`src/design/uf_pkg.sv`:
```
// Purpose: Constants, types and register map of the serial shift engine.
// Assumes: 32-bit AXI4-Lite, one machine cycle is six aclk cycles.
// Notes: Contract list below.
//
// Contract
// - Shift mode: data on pin one, clock on pin zero, LSB first, clk/6.
// - Shift mode buffer write loads marker one; sending starts a cycle later.
// - Shift clock low in states 3-5, high 6,1,2; shift right, zeros in.
// - Marker next to MSB: last shift, stop sending, set transmit flag.
// - Shift receive starts on enable and clear flag; preload 11111110.
// - Shift receive samples pin at S5P2, shifts left once per cycle.
// - Preload zero at left end: last shift, load buffer, set receive flag.
// - Ten-bit frame: start, 8 data LSB first, stop; stop kept as ninth.
// - Async buffer write loads ninth bit; start follows next 16-rollover.
// - Start bit first, data path one bit later, first shift one later.
// - Ten-bit mode ends and sets transmit flag at tenth rollover.
// - Eleven-bit frames carry programmable ninth bit; mode 2 fixed rate.
// - Eleven-bit: first shift inserts stop one; ends at eleventh rollover.
// - Falling edge at 16x rate resets counter and presets 1FF.
// - Each bit sampled at counter states 7, 8, 9; majority wins.
// - Start bit not zero: drop and hunt for a new falling edge.
// - Ten-bit accept needs flag clear and filter off or stop one.
// - Eleven-bit accept needs flag clear and filter off or ninth one.
// - Eleven-bit receiver rearms one bit time after the final shift.
// - Filter ignored in shift mode; in ten-bit mode it checks the stop.
// - Mode 2 rate is clk/32, or clk/16 with the doubler set.
// - Modes 1 and 3 run from the baud timer overflow and doubler.
package uf_pkg;
  localparam int UF_AW = 4;
  localparam logic [3:0] UF_OFS_CTRL = 4'h0;
  localparam logic [3:0] UF_OFS_BUF = 4'h4;
  localparam logic [3:0] UF_OFS_BAUD = 4'h8;
  localparam logic [3:0] UF_OFS_STAT = 4'hC;
  localparam logic [1:0] UF_RESP_OK = 2'h0;
  localparam logic [1:0] UF_RESP_ERR = 2'h2;
  localparam int UF_DBL_BIT = 0;
  localparam int UF_RELOAD_LSB = 8;
  localparam int UF_STAT_TX_BIT = 0;
  localparam int UF_STAT_RX_BIT = 1;
  localparam logic [7:0] UF_CTRL_RST = 8'h00;
  localparam logic [7:0] UF_RELOAD_RST = 8'h01;
  // Machine cycle states S1..S6 are 0..5
  localparam logic [2:0] UF_ST_FIRST = 3'h0;
  localparam logic [2:0] UF_ST_LO_FIRST = 3'h2;
  localparam logic [2:0] UF_ST_SAMPLE = 3'h4;
  localparam logic [2:0] UF_ST_LAST = 3'h5;
  localparam logic [3:0] UF_DIV_LAST = 4'hF;
  localparam logic [3:0] UF_VOTE_A = 4'h7;
  localparam logic [3:0] UF_VOTE_B = 4'h8;
  localparam logic [3:0] UF_VOTE_C = 4'h9;
  localparam logic [8:0] UF_RX_PRESET = 9'h1FF;
  localparam logic [7:0] UF_RX0_PRESET = 8'hFE;
  localparam logic [7:0] UF_TX_LAST = 8'h01;
  typedef enum logic [1:0] {
    UF_M_SHIFT = 2'b00,
    UF_M_10BIT = 2'b01,
    UF_M_11FIX = 2'b10,
    UF_M_11VAR = 2'b11
  } uf_mode_t;
  typedef struct packed {
    uf_mode_t mode;
    logic filter;
    logic rx_en;
    logic tx_ninth;
    logic rx_ninth;
    logic tx_flag;
    logic rx_flag;
  } uf_ctrl_t;
  typedef enum logic [1:0] {
    UF_TX_IDLE = 2'b00,
    UF_TX_START = 2'b01,
    UF_TX_DATA = 2'b10
  } uf_tx_st_t;
  typedef enum logic [1:0] {
    UF_RX_IDLE = 2'b00,
    UF_RX_BITS = 2'b01,
    UF_RX_HOLD = 2'b10
  } uf_rx_st_t;
endpackage : uf_pkg

```
`src/design/uf_engine.sv`:
```
// Purpose: Four-mode serial shift engine with AXI4-Lite registers.
// Assumes: aclk is the CPU clock; pin one input is asynchronous.
// Notes: Pin outputs are registered, so they trail internal state by one.
`timescale 1ns/100ps
`default_nettype none
module uf_engine import uf_pkg::*; (
  // Clock and reset
  input wire logic aclk,
  input wire logic aresetn,
  // AXI4-Lite write
  input wire logic [UF_AW-1:0] awaddr,
  input wire logic awvalid,
  output logic awready,
  input wire logic [31:0] wdata,
  input wire logic [3:0] wstrb,
  input wire logic wvalid,
  output logic wready,
  output logic [1:0] bresp,
  output logic bvalid,
  input wire logic bready,
  // AXI4-Lite read
  input wire logic [UF_AW-1:0] araddr,
  input wire logic arvalid,
  output logic arready,
  output logic [31:0] rdata,
  output logic [1:0] rresp,
  output logic rvalid,
  input wire logic rready,
  // Serial pins
  output logic port_one_bit_zero,
  input wire logic port_one_bit_one_level,
  output logic port_one_bit_one_drive,
  output logic port_one_bit_one_en
);

  function automatic logic mapped(input logic [UF_AW-1:0] a);
    mapped = (a == UF_OFS_CTRL) || (a == UF_OFS_BUF) ||
      (a == UF_OFS_BAUD) || (a == UF_OFS_STAT);
  endfunction : mapped

  uf_ctrl_t ctrl_q;
  uf_ctrl_t ctrl_d;
  logic [7:0] rx_buf_q;
  logic [7:0] reload_q;
  logic dbl_q;
  logic send_q;
  logic rx0_act_q;
  uf_rx_st_t rx_st_q;

  // Write channel
  logic aw_have_q;
  logic w_have_q;
  logic [UF_AW-1:0] aw_addr_q;
  logic [31:0] w_data_q;
  logic [3:0] w_strb_q;
  logic wr_en;
  assign wr_en = aw_have_q && w_have_q && !bvalid;

  always_ff @(posedge aclk) begin
    if (!aresetn) begin
      aw_have_q <= 1'b0;
      awready <= 1'b0;
      aw_addr_q <= '0;
    end else if (awvalid && awready) begin
      aw_have_q <= 1'b1;
      awready <= 1'b0;
      aw_addr_q <= awaddr;
    end else if (bvalid && bready) begin
      aw_have_q <= 1'b0;
    end else if (!aw_have_q) begin
      awready <= 1'b1;
    end
  end

  always_ff @(posedge aclk) begin
    if (!aresetn) begin
      w_have_q <= 1'b0;
      wready <= 1'b0;
      w_data_q <= '0;
      w_strb_q <= '0;
    end else if (wvalid && wready) begin
      w_have_q <= 1'b1;
      wready <= 1'b0;
      w_data_q <= wdata;
      w_strb_q <= wstrb;
    end else if (bvalid && bready) begin
      w_have_q <= 1'b0;
    end else if (!w_have_q) begin
      wready <= 1'b1;
    end
  end

  always_ff @(posedge aclk) begin
    if (!aresetn) begin
      bvalid <= 1'b0;
      bresp <= UF_RESP_OK;
    end else if (wr_en) begin
      bvalid <= 1'b1;
      bresp <= mapped(aw_addr_q) ? UF_RESP_OK : UF_RESP_ERR;
    end else if (bready) begin
      bvalid <= 1'b0;
    end
  end

  logic wr_ctrl;
  logic wr_buf;
  logic wr_baud;
  assign wr_ctrl = wr_en && aw_addr_q == UF_OFS_CTRL && w_strb_q[0];
  assign wr_buf = wr_en && aw_addr_q == UF_OFS_BUF && w_strb_q[0];
  assign wr_baud = wr_en && aw_addr_q == UF_OFS_BAUD;

  // Read channel; reads have no side effects
  logic [31:0] rd_val;
  always_comb begin
    rd_val = '0;
    case (araddr)
      UF_OFS_CTRL: rd_val[7:0] = ctrl_q;
      UF_OFS_BUF: rd_val[7:0] = rx_buf_q;
      UF_OFS_BAUD: begin
        rd_val[UF_DBL_BIT] = dbl_q;
        rd_val[UF_RELOAD_LSB +: 8] = reload_q;
      end
      UF_OFS_STAT: begin
        rd_val[UF_STAT_TX_BIT] = send_q;
        rd_val[UF_STAT_RX_BIT] = rx0_act_q || rx_st_q != UF_RX_IDLE;
      end
      default: rd_val = '0;
    endcase
  end

  always_ff @(posedge aclk) begin
    if (!aresetn) begin
      arready <= 1'b0;
      rvalid <= 1'b0;
      rdata <= '0;
      rresp <= UF_RESP_OK;
    end else if (arvalid && arready) begin
      arready <= 1'b0;
      rvalid <= 1'b1;
      rdata <= rd_val;
      rresp <= mapped(araddr) ? UF_RESP_OK : UF_RESP_ERR;
    end else if (rvalid) begin
      if (rready) begin
        rvalid <= 1'b0;
      end
    end else begin
      arready <= 1'b1;
    end
  end

  // Baud setup
  always_ff @(posedge aclk) begin
    if (!aresetn) begin
      dbl_q <= 1'b0;
      reload_q <= UF_RELOAD_RST;
    end else if (wr_baud) begin
      if (w_strb_q[0]) begin
        dbl_q <= w_data_q[UF_DBL_BIT];
      end
      if (w_strb_q[1]) begin
        reload_q <= w_data_q[UF_RELOAD_LSB +: 8];
      end
    end
  end

  // Machine cycle: six states of one clock each
  logic [2:0] st_q;
  logic mc;
  assign mc = st_q == UF_ST_LAST;
  always_ff @(posedge aclk) begin
    if (!aresetn || mc) begin
      st_q <= UF_ST_FIRST;
    end else begin
      st_q <= st_q + 3'h1;
    end
  end

  // Baud timer counts machine cycles; reload 0 gives 256
  logic [7:0] tmr_q;
  logic ovf;
  logic half_q;
  logic tick16;
  logic is_shift;
  assign is_shift = ctrl_q.mode == UF_M_SHIFT;
  assign ovf = mc && tmr_q == 8'h01;
  always_ff @(posedge aclk) begin
    if (!aresetn) begin
      tmr_q <= UF_RELOAD_RST;
    end else if (ovf) begin
      tmr_q <= reload_q;
    end else if (mc) begin
      tmr_q <= tmr_q - 8'h01;
    end
  end

  // Without the doubler every second event is dropped
  always_ff @(posedge aclk) begin
    if (!aresetn) begin
      half_q <= 1'b0;
    end else if (ctrl_q.mode == UF_M_11FIX || ovf) begin
      half_q <= !half_q;
    end
  end

  always_comb begin
    case (ctrl_q.mode)
      UF_M_11FIX: tick16 = dbl_q || half_q;
      UF_M_10BIT,
      UF_M_11VAR: tick16 = ovf && (dbl_q || half_q);
      default: tick16 = 1'b0;
    endcase
  end

  // Transmit bit clock, free running
  logic [3:0] tx_div_q;
  logic troll;
  assign troll = tick16 && tx_div_q == UF_DIV_LAST;
  always_ff @(posedge aclk) begin
    if (!aresetn) begin
      tx_div_q <= '0;
    end else if (tick16) begin
      tx_div_q <= tx_div_q + 4'h1;
    end
  end

  // Pin one input: three stages, change taken once stages 2 and 3 agree
  logic s1_q;
  logic s2_q;
  logic s3_q;
  logic pin_q;
  logic prev_q;
  always_ff @(posedge aclk) begin
    if (!aresetn) begin
      s1_q <= 1'b1;
      s2_q <= 1'b1;
      s3_q <= 1'b1;
      pin_q <= 1'b1;
    end else begin
      s1_q <= port_one_bit_one_level;
      s2_q <= s1_q;
      s3_q <= s2_q;
      if (s2_q == s3_q) begin
        pin_q <= s3_q;
      end
    end
  end

  // Transmitter
  logic [8:0] tsr_q;
  uf_tx_st_t tx_st_q;
  logic tx_req_q;
  logic tx0_arm_q;
  logic tx0_fin_q;
  logic tx_first_q;
  logic tx_last;
  logic ti_set;
  logic fill;
  // Before the first shift the ninth bit is not yet backed by the stop one
  assign tx_last = tsr_q[8:1] == UF_TX_LAST && !tx_first_q;
  assign fill = tx_first_q && ctrl_q.mode[1];
  assign ti_set = is_shift ? (st_q == UF_ST_FIRST && tx0_fin_q)
    : (troll && tx_st_q == UF_TX_DATA && tx_last);

  always_ff @(posedge aclk) begin
    if (!aresetn) begin
      tsr_q <= '0;
      tx_st_q <= UF_TX_IDLE;
      tx_req_q <= 1'b0;
      tx0_arm_q <= 1'b0;
      tx0_fin_q <= 1'b0;
      tx_first_q <= 1'b0;
      send_q <= 1'b0;
    end else if (wr_buf) begin
      // Ninth position: marker in mode 0, one in 10-bit, chosen bit else
      tsr_q <= {ctrl_q.mode[1] ? ctrl_q.tx_ninth : 1'b1,
        w_data_q[7:0]};
      tx_req_q <= 1'b1;
    end else if (is_shift) begin
      if (mc && tx_req_q) begin
        tx_req_q <= 1'b0;
        tx0_arm_q <= 1'b1;
      end else if (mc && tx0_arm_q) begin
        tx0_arm_q <= 1'b0;
        send_q <= 1'b1;
      end else if (mc && send_q && !tx0_fin_q) begin
        tsr_q <= {1'b0, tsr_q[8:1]};
        tx0_fin_q <= tx_last;
      end else if (ti_set) begin
        send_q <= 1'b0;
        tx0_fin_q <= 1'b0;
      end
    end else if (troll) begin
      case (tx_st_q)
        UF_TX_IDLE: begin
          if (tx_req_q) begin
            tx_req_q <= 1'b0;
            send_q <= 1'b1;
            tx_st_q <= UF_TX_START;
          end
        end
        UF_TX_START: begin
          tx_first_q <= 1'b1;
          tx_st_q <= UF_TX_DATA;
        end
        UF_TX_DATA: begin
          tsr_q <= {fill, tsr_q[8:1]};
          tx_first_q <= 1'b0;
          if (tx_last) begin
            send_q <= 1'b0;
            tx_st_q <= UF_TX_IDLE;
          end
        end
        default: tx_st_q <= UF_TX_IDLE;
      endcase
    end
  end

  // Receiver, both shift mode and async modes
  logic [8:0] rsr_q;
  logic [3:0] rx_div_q;
  logic rx0_arm_q;
  logic rx0_fin_q;
  logic rx0_smp_q;
  logic rx_first_q;
  logic [1:0] vote_q;
  logic vote;
  logic edge_seen;
  logic rx0_go;
  logic decide;
  logic final_bit;
  logic accept;
  logic ri_set;
  assign rx0_go = is_shift && ctrl_q.rx_en && !ctrl_q.rx_flag &&
    !rx0_arm_q && !rx0_act_q && !send_q && !tx_req_q &&
    !tx0_arm_q;
  assign vote = (vote_q[0] && vote_q[1]) || (vote_q[0] && pin_q) ||
    (vote_q[1] && pin_q);
  assign edge_seen = tick16 && prev_q && !pin_q;
  assign decide = rx_st_q == UF_RX_BITS && tick16 &&
    rx_div_q == UF_VOTE_C;
  assign final_bit = decide && !rx_first_q && !rsr_q[0];
  // Stop bit in 10-bit mode, ninth bit otherwise
  assign accept = !ctrl_q.rx_flag &&
    (!ctrl_q.filter || vote);
  assign ri_set = is_shift ? (st_q == UF_ST_FIRST && rx0_fin_q)
    : (final_bit && accept);

  always_ff @(posedge aclk) begin
    if (!aresetn) begin
      prev_q <= 1'b1;
    end else if (tick16) begin
      prev_q <= pin_q;
    end
  end

  always_ff @(posedge aclk) begin
    if (!aresetn) begin
      rsr_q <= '0;
      rx_buf_q <= '0;
      rx_div_q <= '0;
      rx0_arm_q <= 1'b0;
      rx0_act_q <= 1'b0;
      rx0_fin_q <= 1'b0;
      rx0_smp_q <= 1'b0;
      rx_first_q <= 1'b0;
      vote_q <= '0;
      rx_st_q <= UF_RX_IDLE;
    end else if (is_shift) begin
      rx_st_q <= UF_RX_IDLE;
      if (rx0_go) begin
        rx0_arm_q <= 1'b1;
      end else if (mc && rx0_arm_q) begin
        rx0_arm_q <= 1'b0;
        rx0_act_q <= 1'b1;
        rsr_q <= {1'b1, UF_RX0_PRESET};
      end else if (st_q == UF_ST_SAMPLE && rx0_act_q) begin
        rx0_smp_q <= pin_q;
      end else if (mc && rx0_act_q && !rx0_fin_q) begin
        rsr_q[7:0] <= {rsr_q[6:0], rx0_smp_q};
        if (!rsr_q[7]) begin
          rx0_fin_q <= 1'b1;
          // Left shifts put the first bit on top; reverse for LSB first
          rx_buf_q <= {rx0_smp_q, rsr_q[0], rsr_q[1], rsr_q[2], rsr_q[3],
            rsr_q[4], rsr_q[5], rsr_q[6]};
        end
      end else if (ri_set) begin
        rx0_act_q <= 1'b0;
        rx0_fin_q <= 1'b0;
      end
    end else begin
      rx0_arm_q <= 1'b0;
      rx0_act_q <= 1'b0;
      rx0_fin_q <= 1'b0;
      case (rx_st_q)
        UF_RX_IDLE: begin
          if (ctrl_q.rx_en && edge_seen) begin
            rx_div_q <= '0;
            rsr_q <= UF_RX_PRESET;
            rx_first_q <= 1'b1;
            rx_st_q <= UF_RX_BITS;
          end
        end
        UF_RX_BITS: begin
          if (tick16) begin
            rx_div_q <= rx_div_q + 4'h1;
            if (rx_div_q == UF_VOTE_A) begin
              vote_q[0] <= pin_q;
            end
            if (rx_div_q == UF_VOTE_B) begin
              vote_q[1] <= pin_q;
            end
          end
          if (decide) begin
            rx_first_q <= 1'b0;
            rsr_q <= {vote, rsr_q[8:1]};
            if (rx_first_q && vote) begin
              rx_st_q <= UF_RX_IDLE;
            end else if (final_bit) begin
              if (accept) begin
                rx_buf_q <= rsr_q[8:1];
              end
              // Eleven-bit frames wait out the stop bit
              rx_st_q <= ctrl_q.mode[1] ? UF_RX_HOLD
                : UF_RX_IDLE;
            end
          end
        end
        UF_RX_HOLD: begin
          if (tick16) begin
            rx_div_q <= rx_div_q + 4'h1;
          end
          if (decide || (tick16 && rx_div_q == UF_VOTE_C)) begin
            rx_st_q <= UF_RX_IDLE;
          end
        end
        default: rx_st_q <= UF_RX_IDLE;
      endcase
    end
  end

  // Control register; hardware set beats a software clear
  always_comb begin
    ctrl_d = ctrl_q;
    if (wr_ctrl) begin
      ctrl_d = uf_ctrl_t'(w_data_q[7:0]);
    end
    if (ti_set) begin
      ctrl_d.tx_flag = 1'b1;
    end
    if (ri_set) begin
      ctrl_d.rx_flag = 1'b1;
    end
    if (ri_set && !is_shift) begin
      ctrl_d.rx_ninth = vote;
    end
  end

  always_ff @(posedge aclk) begin
    if (!aresetn) begin
      ctrl_q <= uf_ctrl_t'(UF_CTRL_RST);
    end else begin
      ctrl_q <= ctrl_d;
    end
  end

  // Pins; shift clock low in S3..S5 of each active machine cycle
  always_ff @(posedge aclk) begin
    if (!aresetn) begin
      port_one_bit_zero <= 1'b1;
      port_one_bit_one_drive <= 1'b1;
      port_one_bit_one_en <= 1'b0;
    end else if (is_shift) begin
      port_one_bit_zero <= !((send_q || rx0_act_q) &&
        st_q >= UF_ST_LO_FIRST && st_q < UF_ST_LAST);
      port_one_bit_one_drive <= tsr_q[0];
      port_one_bit_one_en <= send_q;
    end else begin
      port_one_bit_zero <= !send_q ? 1'b1
        : (tx_st_q == UF_TX_START ? 1'b0 : tsr_q[0]);
      port_one_bit_one_drive <= 1'b1;
      port_one_bit_one_en <= 1'b0;
    end
  end

endmodule : uf_engine
`default_nettype wire

```
`config.mk`:
```
export PLATFORM = sky130hd
export DESIGN_NAME = uf_engine
export DESIGN_NICKNAME = d
export VERILOG_FILES = /design/src/design/uf_pkg.sv /design/src/design/uf_engine.sv
export SDC_FILE = /design/constraint.sdc
export NUM_CORES = 1
export LEC_CHECK = 0
export BUFFER_PORTS_ARGS = -buffer_cell sky130_fd_sc_hd__buf_2
export CAP_MARGIN = 30
export CORE_MARGIN = 5
export CORE_UTILIZATION = 47
export DETAILED_ROUTE_END_ITERATION = 10
export PLACE_DENSITY = 0.76
export SYNTH_ARGS = -nofsm -noshare
export SYNTH_HDL_FRONTEND = slang
export SYNTH_SLANG_ARGS = --single-unit
export TNS_END_PERCENT = 5
```
`constraint.sdc`:
```
create_clock -name aclk -period 6.1 [get_ports aclk]
set_input_delay 0 -clock aclk [delete_from_list [all_inputs] [get_ports aclk]]
set_output_delay 0 -clock aclk [all_outputs]
set_load 0.05 [all_outputs]
```
Word-level counts from Yosys, hierarchy flattened
Cells that the tools add are included.

Flip-flop bits (word level): 136. Input port bits: 52. Output and inout port bits: 44. Logic and storage cells: 364.

$add $sub $neg: 4. $lt $le $gt $ge: 2. Equality and inequality tests: 52. Mux-type cells: 96. Bitwise logic cells: 11. Reductions and logical operators: 146.

Operators by type and width (number): 8-bit two-way mux (17); 9-bit two-way mux (11); 1-bit logical AND (52); 1-bit two-way mux (44); 2-bit nonzero test (21); 4-bit AND reduction (8); 4-bit == test (second input constant) (7); 2-bit inequality test (second input constant) (14); 5-bit AND reduction (5); 3-bit inequality test (second input constant) (8); 2-bit two-way mux (10); 1-bit zero test (18); 9-bit one-hot mux with 2 select lines (1); 8-bit by 1-bit == test with 1-bit output (second input constant) (2); 1-bit logical OR (15); 3-bit nonzero test (5); 4-bit by 3-bit == test with 1-bit output (second input constant) (3); 2-bit one-hot mux with 3 select lines (2); 6-bit one-hot mux with 2 select lines (1); 2-bit OR reduction (6); 1-bit NOT (11); 10-bit AND reduction (1); 2-bit AND reduction (5); 3-bit by 2-bit inequality test with 1-bit output (second input constant) (3); 23 further kinds (41).

Longest topological paths before layout
Gate-level depths: netlist of run 1.

Word-level depth: 14. Gate-level depth with buffers: 9. Depth with buffers taken out: 7.

Worst setup path after synthesis of run 1
Ideal clock, no wire load.

Path kind: register to register. Start point: register tmr_q[0]. End point: register rx_buf_q[0]. Data arrival time: 2171 ps. Data required time: 5972 ps. Slack: 3802 ps. Cell stages (with the launch flop): 8. Buffers on the path: 1. Cells stage by stage: dfxtp_1 -> ha_1 -> or3b_2 -> o31a_1 -> buf_6 -> o32ai_4 -> mux2i_1 -> nor2_1.

Cells in the longest elaborated chain, start to end: 10. Elaborated cells on any way between the ends: 11. Those cells by class: eq/ne: 1; mux: 1; reduce/logical: 9.

RTL lines: start, declared (RTL line uf_engine.sv:179) `logic [7:0] tmr_q;`; start signal, assigned (RTL line uf_engine.sv:190) `tmr_q <= reload_q;`; start signal, assigned (RTL line uf_engine.sv:192) `tmr_q <= tmr_q - 8'h01;`; 8-bit by 1-bit == test with 1-bit output (*) (RTL line uf_engine.sv:185) `assign ovf = mc && tmr_q == 8'h01;`; 1-bit logical AND (*) (RTL line uf_engine.sv:185); 1-bit logical AND (*) (RTL line uf_engine.sv:209) `UF_M_11VAR: tick16 = ovf && (dbl_q || half_q);`; 1-bit one-hot mux with 2 select lines (*) (RTL line uf_engine.sv:206) `case (ctrl_q.mode)`; 1-bit logical AND (*) (2 in series) (RTL line uf_engine.sv:339) `assign decide = rx_st_q == UF_RX_BITS && tick16 &&`; 1-bit logical AND (2 in series) (RTL line uf_engine.sv:341) `assign final_bit = decide && !rx_first_q && !rsr_q[0];`; 2-bit nonzero test (no source line); 10-bit AND reduction (no source line) (*); end signal, assigned (RTL line uf_engine.sv:383) `rx_buf_q <= {rx0_smp_q, rsr_q[0], rsr_q[1], rsr_q[2], rsr_q[3],`; end signal, assigned (RTL line uf_engine.sv:420) `rx_buf_q <= rsr_q[8:1];`; end, declared (RTL line uf_engine.sv:43) `logic [7:0] rx_buf_q;`.

Mark *: on every way between the ends. The rest lies on a longest branch, timed or not. A chain may end at the register's enable or synchronous reset.

Worst setup path after layout of run 1
Start point: register st_q[0]. End point: register tsr_q[1].

Cells in the longest elaborated chain, start to end: 7. Elaborated cells on any way between the ends: 14. Those cells by class: eq/ne: 4; mux: 1; reduce/logical: 9.

RTL lines: start, declared (RTL line uf_engine.sv:167) `logic [2:0] st_q;`; start signal, assigned (RTL line uf_engine.sv:174) `st_q <= st_q + 3'h1;`; 3-bit == test (*) (RTL line uf_engine.sv:169) `assign mc = st_q == UF_ST_LAST;`; 1-bit logical AND (RTL line uf_engine.sv:185); 1-bit logical AND (RTL line uf_engine.sv:209); 1-bit one-hot mux with 2 select lines (RTL line uf_engine.sv:206); 1-bit logical AND (RTL line uf_engine.sv:217) `assign troll = tick16 && tx_div_q == UF_DIV_LAST;`; 3-bit nonzero test (no source line); 5-bit AND reduction (no source line) (*); end signal, assigned (RTL line uf_engine.sv:275) `tsr_q <= {ctrl_q.mode[1] ? ctrl_q.tx_ninth : 1'b1,`; end signal, assigned (RTL line uf_engine.sv:286) `tsr_q <= {1'b0, tsr_q[8:1]};`; end signal, assigned (RTL line uf_engine.sv:306) `tsr_q <= {fill, tsr_q[8:1]};`; end, declared (RTL line uf_engine.sv:249) `logic [8:0] tsr_q;`.

Marked as above.

==> results of run 1 <==
==> worst reg2reg max path: cells and delay by family (launching register included) <==
kind                     cells  cell delay (ns)
flip-flops                   1             0.40
AO/OA/AOI/OAI                3             1.50
AND/OR/NAND/NOR              2             0.72
adder cells (fa/ha/maj)      1             0.28
==> cell type report <==
type | instances | area, um^2
multi-input cells | 563 | 3330
inverters | 18 | 67.6
clock buffers | 21 | 480
repair buffers | 98 | 693
fillers | 1141 | 5500
clock inverters | 11 | 218
flip-flops and latches | 134 | 2680
well taps | 176 | 220
==> where the power goes <==
group	internal [mW]	leakage [nW]	switching, mW
clock	0.811	0.336	0.379
sequential	0.891	1.08	0.0134
combinational	0.0446	1.64	0.0926
total	1.75	3.06	0.485
==> Yosys cell counts (4+ instances only) <==
cell type | instances | share of area
o21a_1 | 4 | 0.0048
inv_1 | 18 | 0.011
nor3b_1 | 6 | 0.0071
mux2i_1 | 40 | 0.064
or2_2 | 4 | 0.0040
dfxtp_1 | 134 | 0.43
o21ai_0 | 23 | 0.018
nor2_1 | 71 | 0.042
a21oi_1 | 57 | 0.045
clkbuf_1 | 37 | 0.022
and2_1 | 4 | 0.0040
a311oi_1 | 8 | 0.011
buf_4 | 18 | 0.021
nand3b_1 | 5 | 0.0060
nor2b_1 | 6 | 0.0060
nor4_1 | 4 | 0.0040
and3_1 | 6 | 0.0060
a22oi_1 | 11 | 0.013
nand2b_1 | 11 | 0.011
nor3_1 | 30 | 0.024
a32oi_1 | 8 | 0.011
buf_1 | 4 | 0.0024
nand4_1 | 5 | 0.0050
nand3_1 | 24 | 0.019
ha_1 | 16 | 0.032
nand2_1 | 136 | 0.081
==> registers in the layout, indices dropped and copies added, names as in the netlist, 3 cells and up <==
register	cells
rdata	16
w_data_q	16
rsr_q	9
tsr_q	9
ctrl_q	8
reload_q	8
rx_buf_q	8
tmr_q	8
aw_addr_q	4
rx_div_q	4
tx_div_q	4
st_q	3
==> through the flow <==
| step | area (um^2) | hold WS, ns |
|---|---|---|
| detailed placement | 6620 | 0.186 |
| CTS | 7660 | 0.000635 |
| global route | 7690 | 0.0169 |
| finish | 7690 | 0.0203 |
| floorplan | 6370 | 0.101 |
| global placement | 6620 | 0.179 |
==> per-layer routing <==
metal,vias to the layer above,share of wire
met5,-,0
met3,20,0.059
met4,0,0.012
met2,164,0.49
li1,2780,-
met1,2687,0.44
==> logic make-up (layout without fill, tap and decap cells) <==
group / count (synthesis) / after routing / synth area share
compound gates: 153 / 153 / 0.164
mux: 41 / 41 / 0.0671
xor+xnor: 4 / 4 / 0.00556
fa+ha+maj: 17 / 17 / 0.0333
other cells: 1 / 18 / 0.000595
flops: 134 / 134 / 0.425
simple gates: 330 / 330 / 0.246
buf+inv: 78 / 148 / 0.0583
==> what timing repair did <==
action                                 CTS  global route
endpoints found under the hold margin   30             0
resized for setup                        0             0
hold buffers                            34             0
==> placed cells by master (no fill, tap or decap), drive strengths merged, types with 4 or more instances in the layout <==
cell type and n:
a22oi 11, nand4 5, o21ai 24, nand2b 11
a311oi 8, bufinv 6, dlygate4sd3 34, clkbuf 21
nor2 72, dfxtp 134, a32oi 8, o21a 4
and2 4, buf 64, nor3b 6, or2 5
nand3b 5, a21oi 57, mux2i 40, and3 6
nand2 136, inv 19, nor4 7, nor2b 6
conb 18, nand3 24, nor3 30, ha 16
==> worst max path at each step <==
stage / startpoint / to / slack [ns] / cells past startpoint
floorplan: tmr_q[0] / rx_buf_q[0] / 3.80 / 7
global placement: st_q[0] / tsr_q[5] / 3.10 / 6
detailed placement: st_q[1] / tsr_q[2] / 3.06 / 7
CTS: st_q[0] / tsr_q[0] / 3.06 / 6
global route: st_q[0] / tsr_q[2] / 2.85 / 6
finish: st_q[0] / tsr_q[1] / 3.06 / 6
==> impl_metrics.tcl, run 1 <==
set metrics [dict create \
    r2r.worst_path.cells 6 \
    cts_max_path_buffers 2 \
    busiest_layer "met2" \
    final_hold_viol_count 0 \
    nNetsFinal 900 \
    slowest_delay_ns 0.75 \
    clock-sinks 134 \
    cts.clk_slew.worst_paths_ns 0.06 \
    hold_path_class "in2reg" \
    ys_ff_latch 134 \
    detail-route-antenna-nets 0 \
    synthDistinctLibCells 68 \
    finClkSkew_ns 0.00469 \
    hpwl_mm 10.1 \
    critPathBufInv 0 \
    grt-ovfl-total 0 \
    num_antenna_cells 0 \
    ios 96 \
    critPathKind "reg2reg" \
    synth_edf_count 0 \
    whs_endpoint "rdata[1]" \
    cts_tree "done" \
    path_delay_family "compound AO/OA/AOI/OAI gates" \
    outcome "finished, final reports clean" \
    crit_chain "ha_1 > nand2_1 > o31a_1 > a21oi_1 > or2_2 > a311oi_1" \
    fin_util 0.583 \
    cts_root_buf "clkbuf_16" \
    vias 5651 \
    slowest_stage "a21oi_1" \
    vias_per_cell 5.53 \
    die_w_um 126 \
    hold_depth 4 \
    drc 0 \
    ys_seq_area_frac 0.425 \
    synth_top_flop_cell "dfxtp_1" \
    place.gp.congestion 0.849 \
    gr-usage-met3 0.0508 \
    power_mw 2.23 \
    htreeDepth 4 \
    grt_setup_unrepaired "no" \
    r2r_end "tsr_q[1]" \
    power_leakage_nw 3.06 \
    cellPowerDensity_nw_per_um2 290 \
    async_reset_ff_frac 0 \
    grt_use_total 0.198 \
    drv_cap 0 \
    fin_setup_tns_ns 0 \
    grt_pass1_vias 5337 \
    min_from "araddr[1]" \
    clkLatencyLatePin_ns 0.42 \
    postCtsSetupBuffers 0 \
    relSlewSlack 0.430 \
    r2r_slack_ns 3.06 \
    cts_buffers 17 \
    area_growth_pct 21.9 \
    syn_inst 758 \
    grt_max_degree 102 \
    post-route-period-util 0.498 \
    worstSetupStartpointType "register" \
    fp.dieArea_um2 15800 \
    yosysWarningCount 0 \
    grt_pass1_wl_mm 25.8 \
    min_period_ns 3.04 \
    stdcell_count 1021 \
    crit_arrival_ns 3.32 \
    synth_area_um2 6300 \
    slew_viol_final 0 \
    gr-usage-met2 0.327 \
    crit_path_end_kind "register" \
    syn_area_per_cell_um2 8.32 \
    grt_util_met1 0.251 \
    setup_viol 0 \
    vdd_drop_max_mv 0.189 \
    place_inst 954 \
    worstMarginPinSlew_ns 0.855 \
    critPathRequiredTime_ns 6.39 \
    antenna_found_initial 0 \
    fp.dieH_um 126 \
    critPathMaxFanout 15 \
    layout_setup_ws_ns 3.06 \
    timing.fmax_ghz 0.329 \
    drtPass1Iterations 5 \
    io_buffers 59 \
    routed_wl_mm 15.6 \
    initial_core_util 0.478 \
    drt-initial-drc-count 389 \
    core.rowCount 42 \
    reg2reg_from "st_q[0]" \
    core_um2 13200 \
    routedWlPerCell_um 15.3 \
    post-place-ws_ns 3.06 \
    drive_above_1_share 0.136 \
]
Power figures use the tool's default switching activity.
==> run 2, diff against run 1 <==
PLACE_DENSITY = 0.79   (was 0.76)
clock period = 2.4 ns   (was 6.1 ns; I/O delays follow)
==> run 2 against run 1 <==
- the flow now finishes with violations (hold timing)
- global-route usage is 0.38 points higher
- first-iteration DRC count is 9.5% higher
- largest power group unchanged
- combinational power grew to 2.6 times the previous value
- largest cell class unchanged
- critical path depth did not move
- routed wire length up 2.7%
- register-to-register slack worse by 3.0 ns
- final area up 0.49%
- sequential share of layout area fell by 0.17 points
==> impl_metrics.tcl, run 2 (synthesized netlist as in run 1, its figures left out) <==
set metrics [dict create \
    cts_buffers 17 \
    nFillCells 1127 \
    place.gp.congestion 0.891 \
    hpwl_mm 10.6 \
    final_cell_area_um2 7730 \
    core.rowCount 42 \
    vdd_drop_max_mv 0.503 \
    clock-sinks 134 \
    cts_max_path_buffers 2 \
    worstMarginPinSlew_ns 0.718 \
    drc 0 \
    min_period_ns 2.30 \
    routed_wl_mm 16.0 \
    crit_path_start "tmr_q[1]" \
    seqCellArea_um2 2680 \
    grt_use_total 0.201 \
    drive_above_1_share 0.160 \
    vias 5772 \
    vias_per_cell 5.54 \
    final_hold_viol_count 1 \
    routedWlPerCell_um 15.4 \
    post-route-period-util 0.957 \
    hold_path_class "in2reg" \
    cts.clk_slew.worst_paths_ns 0.06 \
    power_leakage_nw 3.09 \
    finClkSkew_ns 0.00771 \
    fp.dieH_um 126 \
    critPathMaxFanout 10 \
    critPathRequiredTime_ns 2.73 \
    cts_root_buf "clkbuf_16" \
    area_growth_pct 22.5 \
    reg2reg_from "tmr_q[1]" \
    drv_cap 0 \
    dpl_cell_area_um2 6810 \
    slew_viol_final 0 \
    cts_tree "done" \
    fp.dieArea_um2 15800 \
    multiInputGateArea_um2 3350 \
    htreeDepth 4 \
    final_common_cell "nand2_1" \
    drt-initial-drc-count 426 \
    critPathKind "reg2reg" \
    core_um2 13200 \
    top_regs "rdata (16), w_data_q (16)" \
    grt_max_degree 102 \
    grt-ovfl-total 0 \
    grt_pass1_vias 5563 \
    worstSetupStartpointType "register" \
    nNetsFinal 920 \
    whs_ns -0.0119 \
    num_antenna_cells 0 \
    antenna_found_initial 0 \
    drtPass1Iterations 5 \
    power_mw 5.10 \
    detail-route-antenna-nets 0 \
    io_buffers 59 \
    crit_path_end_kind "register" \
    initial_core_util 0.478 \
    grt_setup_unrepaired "no" \
    timing.fmax_ghz 0.435 \
    clkLatencyLatePin_ns 0.42 \
    setup_viol 0 \
    outcome "finished, violations left" \
    relSlewSlack 0.521 \
    ios 96 \
    crit_arrival_ns 2.62 \
    die_w_um 126 \
    final_cell_mix "nand2_1 (136), dfxtp_1 (134), nor2_1 (71)" \
    grt_pass1_wl_mm 26.6 \
    r2r_slack_ns 0.10 \
    cellPowerDensity_nw_per_um2 660 \
    min_from "araddr[0]" \
    violations "hold timing" \
]
-- run 2: cell types whose count changed in the layout (fill, tap and decap cells not counted), moves of 2 or more --
cell	previous run	this run
buf_12	0	2
clkbuf_8	4	0
buf_4	4	24
clkbuf_1	0	2
clkinvlp_4	2	4
inv_6	1	3
clkinv_4	1	4
bufinv_16	6	1
-- run 2: where the power goes --
group	leakage, nW	internal, mW	switching, mW
Sequential	1.08	2.26	0.0329
Combinational	1.75	0.116	0.241
Clock	0.261	1.44	1.01
Total	3.09	3.81	1.29
-- run 2: worst paths after layout --
| path | to | cells after the start |
|---|---|---|
| max | ctrl_q[2] | 6 |
| min reg2reg | s2_q | 1 |
| min | rresp[1] | 3 |
| max reg2reg | ctrl_q[2] | 6 |
-- run 2: timing repair --
item | in CTS | in global routing
cloned | 0 | 0
endpoints found under the hold margin | 34 | 0
hold buffers | 33 | 0
gates resized for setup | 1 | 4
setup buffers | 0 | 0
endpoints found under the setup margin | 6 | 23
pin swaps | 0 | 2
-- run 2: layer usage --
layer,global-route usage,up-vias,share of wire
li1,-,2816,-
met1,0.251,2726,0.44
met2,0.339,195,0.49
met3,0.0436,35,0.055
met4,0.0833,0,0.023
met5,0,-,0
-- run 2: critical path, stage by stage, from the launching register on --
cell	delay, ns
dfxtp_1	0.31
inv_1	0.07
ha_1	0.15
or3b_2	0.46
o31a_4	0.38
or4_4	0.60
a211oi_1	0.23
-- run 2: cell type report --
class,instances,share of cell area
tap,176,0.0285
sequential,134,0.347
multi-input combinational,563,0.434
inverter,18,0.00874
clock inverter,13,0.0164
clock buffer,19,0.0560
timing repair buffer,118,0.109
-- run 2: per-stage QoR --
| step | std cells | util | setup TNS, ns | setup slack (ns) |
|---|---|---|---|---|
| 2_1_floorplan | 775 | - | 0 | 0.102 |
| 3_3_place_gp | 976 | 0.517 | 0 | 0.0191 |
| 3_5_place_dp | 976 | 0.517 | -0.101 | -0.0318 |
| 4_1_cts | 1041 | 0.584 | 0 | 0.00202 |
| 5_1_grt | 1041 | 0.586 | 0 | 0.0370 |
| 6_report | 1041 | 0.586 | 0 | 0.102 |
==> run 3, diff against run 2 <==
CELL_PAD_IN_SITES_DETAIL_PLACEMENT = 1   (was not set)
CELL_PAD_IN_SITES_GLOBAL_PLACEMENT = 1   (was not set)
CORE_UTILIZATION = 38   (was 47)
GPL_TIMING_DRIVEN = 0   (was not set)
PLACE_DENSITY = 0.83   (was 0.79)
==> run 3 against run 2 <==
- the flow now finishes without violations
- via count increased by 4.5%
- register-to-register slack got worse by 0.09 ns
- final area increased by 3.2%
- first-iteration DRC count shrank 14%
- maximum frequency shrank 3.9%
- sequential power about the same
- clock power rose by 8.2%
- sequential share of layout area fell by 1.1 points
- global-route usage up 0.67 points
- setup slack worse by 0.093 ns
- critical path type unchanged
==> impl_metrics.tcl, run 3 (synthesized netlist as in run 1, its figures left out) <==
set metrics [dict create \
    grt_max_degree 17 \
    detail-route-antenna-nets 0 \
    vias 6033 \
    final_cell_mix "nand2_1 (135), dfxtp_1 (133), nor2_1 (70)" \
    layout_setup_ws_ns 0.00898 \
    whs_endpoint "rdata[0]" \
    drv_cap 0 \
    min_period_ns 2.39 \
    vias_per_cell 5.40 \
    cts_buffers 17 \
    clock-sinks 134 \
    finClkSkew_ns 0.00894 \
    routed_wl_mm 20.1 \
    cts_root_buf "clkbuf_16" \
    final_cell_area_um2 7970 \
    antenna_found_initial 0 \
    critPathKind "reg2reg" \
    top_regs "rdata (16), w_data_q (16)" \
    min_from "araddr[0]" \
    drtPass1Iterations 5 \
    p_seq_frac 0.430 \
    clkLatencyLatePin_ns 0.43 \
    critPathRequiredTime_ns 2.72 \
    grt-ovfl-total 0 \
    setup_viol 0 \
    clock_power_share 0.495 \
    crit_arrival_ns 2.71 \
    post-route-period-util 0.996 \
    stdcell_count 1118 \
    final_common_cell "nand2_1" \
    critPathMaxFanout 10 \
    vdd_drop_max_mv 0.526 \
    power_leakage_nw 3.16 \
    final_hold_viol_count 0 \
    core_um2 16400 \
    internal_power_mw 4.02 \
    io_buffers 58 \
    relSlewSlack 0.258 \
    switching_share 0.248 \
    die_w_um 139 \
    reg2reg_from "tmr_q[2]" \
    power_mw 5.35 \
    crit_path_end_kind "register" \
    post-place-ws_ns -0.338 \
    core.rowCount 47 \
    dpl_cell_area_um2 6940 \
    nFillCells 1963 \
    grt_pass1_wl_mm 32.4 \
    worstSetupStartpointType "register" \
    hold_depth 4 \
    cellPowerDensity_nw_per_um2 671 \
    fin_setup_tns_ns 0 \
    timing.fmax_ghz 0.418 \
    routedWlPerCell_um 17.9 \
    place.gp.congestion 0.830 \
    hold_path_class "in2reg" \
    cts_tree "done" \
    hpwl_mm 13.8 \
    area_growth_pct 26.4 \
    htreeDepth 4 \
    place_inst 1054 \
    slew_viol_final 0 \
    cts.clk_slew.worst_paths_ns 0.06 \
    fp.dieH_um 139 \
    drive_above_1_share 0.159 \
    nNetsFinal 955 \
    drc 0 \
    combPwrFrac 0.076 \
    grt_use_total 0.208 \
    worstMarginPinSlew_ns 1.11 \
    grt_setup_unrepaired "yes" \
    drt-initial-drc-count 367 \
    num_antenna_cells 0 \
    grt_pass1_vias 6124 \
    cts_max_path_buffers 2 \
    whs_ns 0.0131 \
    initial_core_util 0.384 \
    r2r_end "rx0_fin_q" \
    power_switching_mw 1.33 \
    fin_util 0.486 \
    r2r.worst_path.cells 6 \
    r2r_slack_ns 0.009 \
    ios 96 \
    fp.dieArea_um2 19300 \
    outcome "finished, final reports clean" \
]
## run 3: cell count changes in the layout (fill, tap and decap cells not counted), sizes merged
cell         delta
dlygate4sd3     +1
bufinv          +2
buf             -1
inv             -1
clkinvlp        -2
clkbuf         +34
## run 3: power groups by stage
stage	registers, mW	clock network [mW]	logic, mW
2_1_floorplan	2.37	0	0.220
3_3_place_gp	2.34	0	0.346
3_5_place_dp	2.35	0	0.351
4_1_cts	2.30	2.66	0.395
5_1_grt	2.30	2.77	0.440
6_report	2.30	2.65	0.405
## run 3: how the worst max path moves through the flow
| stage | endpoint | from | slack, ns |
|---|---|---|---|
| global route | tsr_q[1] | bvalid | -0.08 |
| global placement | tsr_q[4] | ctrl_q[7] | -0.25 |
| CTS | rx0_fin_q | st_q[0] | 0.02 |
| finish | rx0_fin_q | tmr_q[2] | 0.009 |
| detailed placement | tsr_q[1] | ctrl_q[7] | -0.34 |
| floorplan | rx_buf_q[0] | tmr_q[0] | 0.10 |
## run 3: routing by layer
| metal | up-vias | part of all wire | GRT usage |
|---|---|---|---|
| li1 | 2900 | - | - |
| met1 | 2951 | 0.44 | 0.264 |
| met2 | 153 | 0.49 | 0.352 |
| met3 | 29 | 0.048 | 0.0448 |
| met4 | 0 | 0.019 | 0.0700 |
| met5 | - | 0 | 0 |
## run 3: final cells by class
type | count | area, um^2 | area share
buffer | 59 | 303 | 0.0380
clock buffer | 18 | 429 | 0.0538
clock inverter | 12 | 155 | 0.0195
inverter | 18 | 67.6 | 0.00848
multi-input combinational | 563 | 3400 | 0.426
sequential | 134 | 2680 | 0.337
tap | 220 | 275 | 0.0345
timing repair buffer | 94 | 658 | 0.0826
## run 3: timing repair
item	in CTS	in global routing
gates resized for setup	13	11
setup endpoints to repair	40	25
pin swaps	3	2
cloned	0	0
buffers inserted	1	0
hold endpoints to repair	30	0
hold buffers	34	0
## run 3: critical path: stages, from the launching register on
cell and delay (ns):
dfxtp_1 0.38, or4_4 0.58, o31a_1 0.34, buf_6 0.17, or4_4 0.58, a21oi_1 0.15, nor3_1 0.06
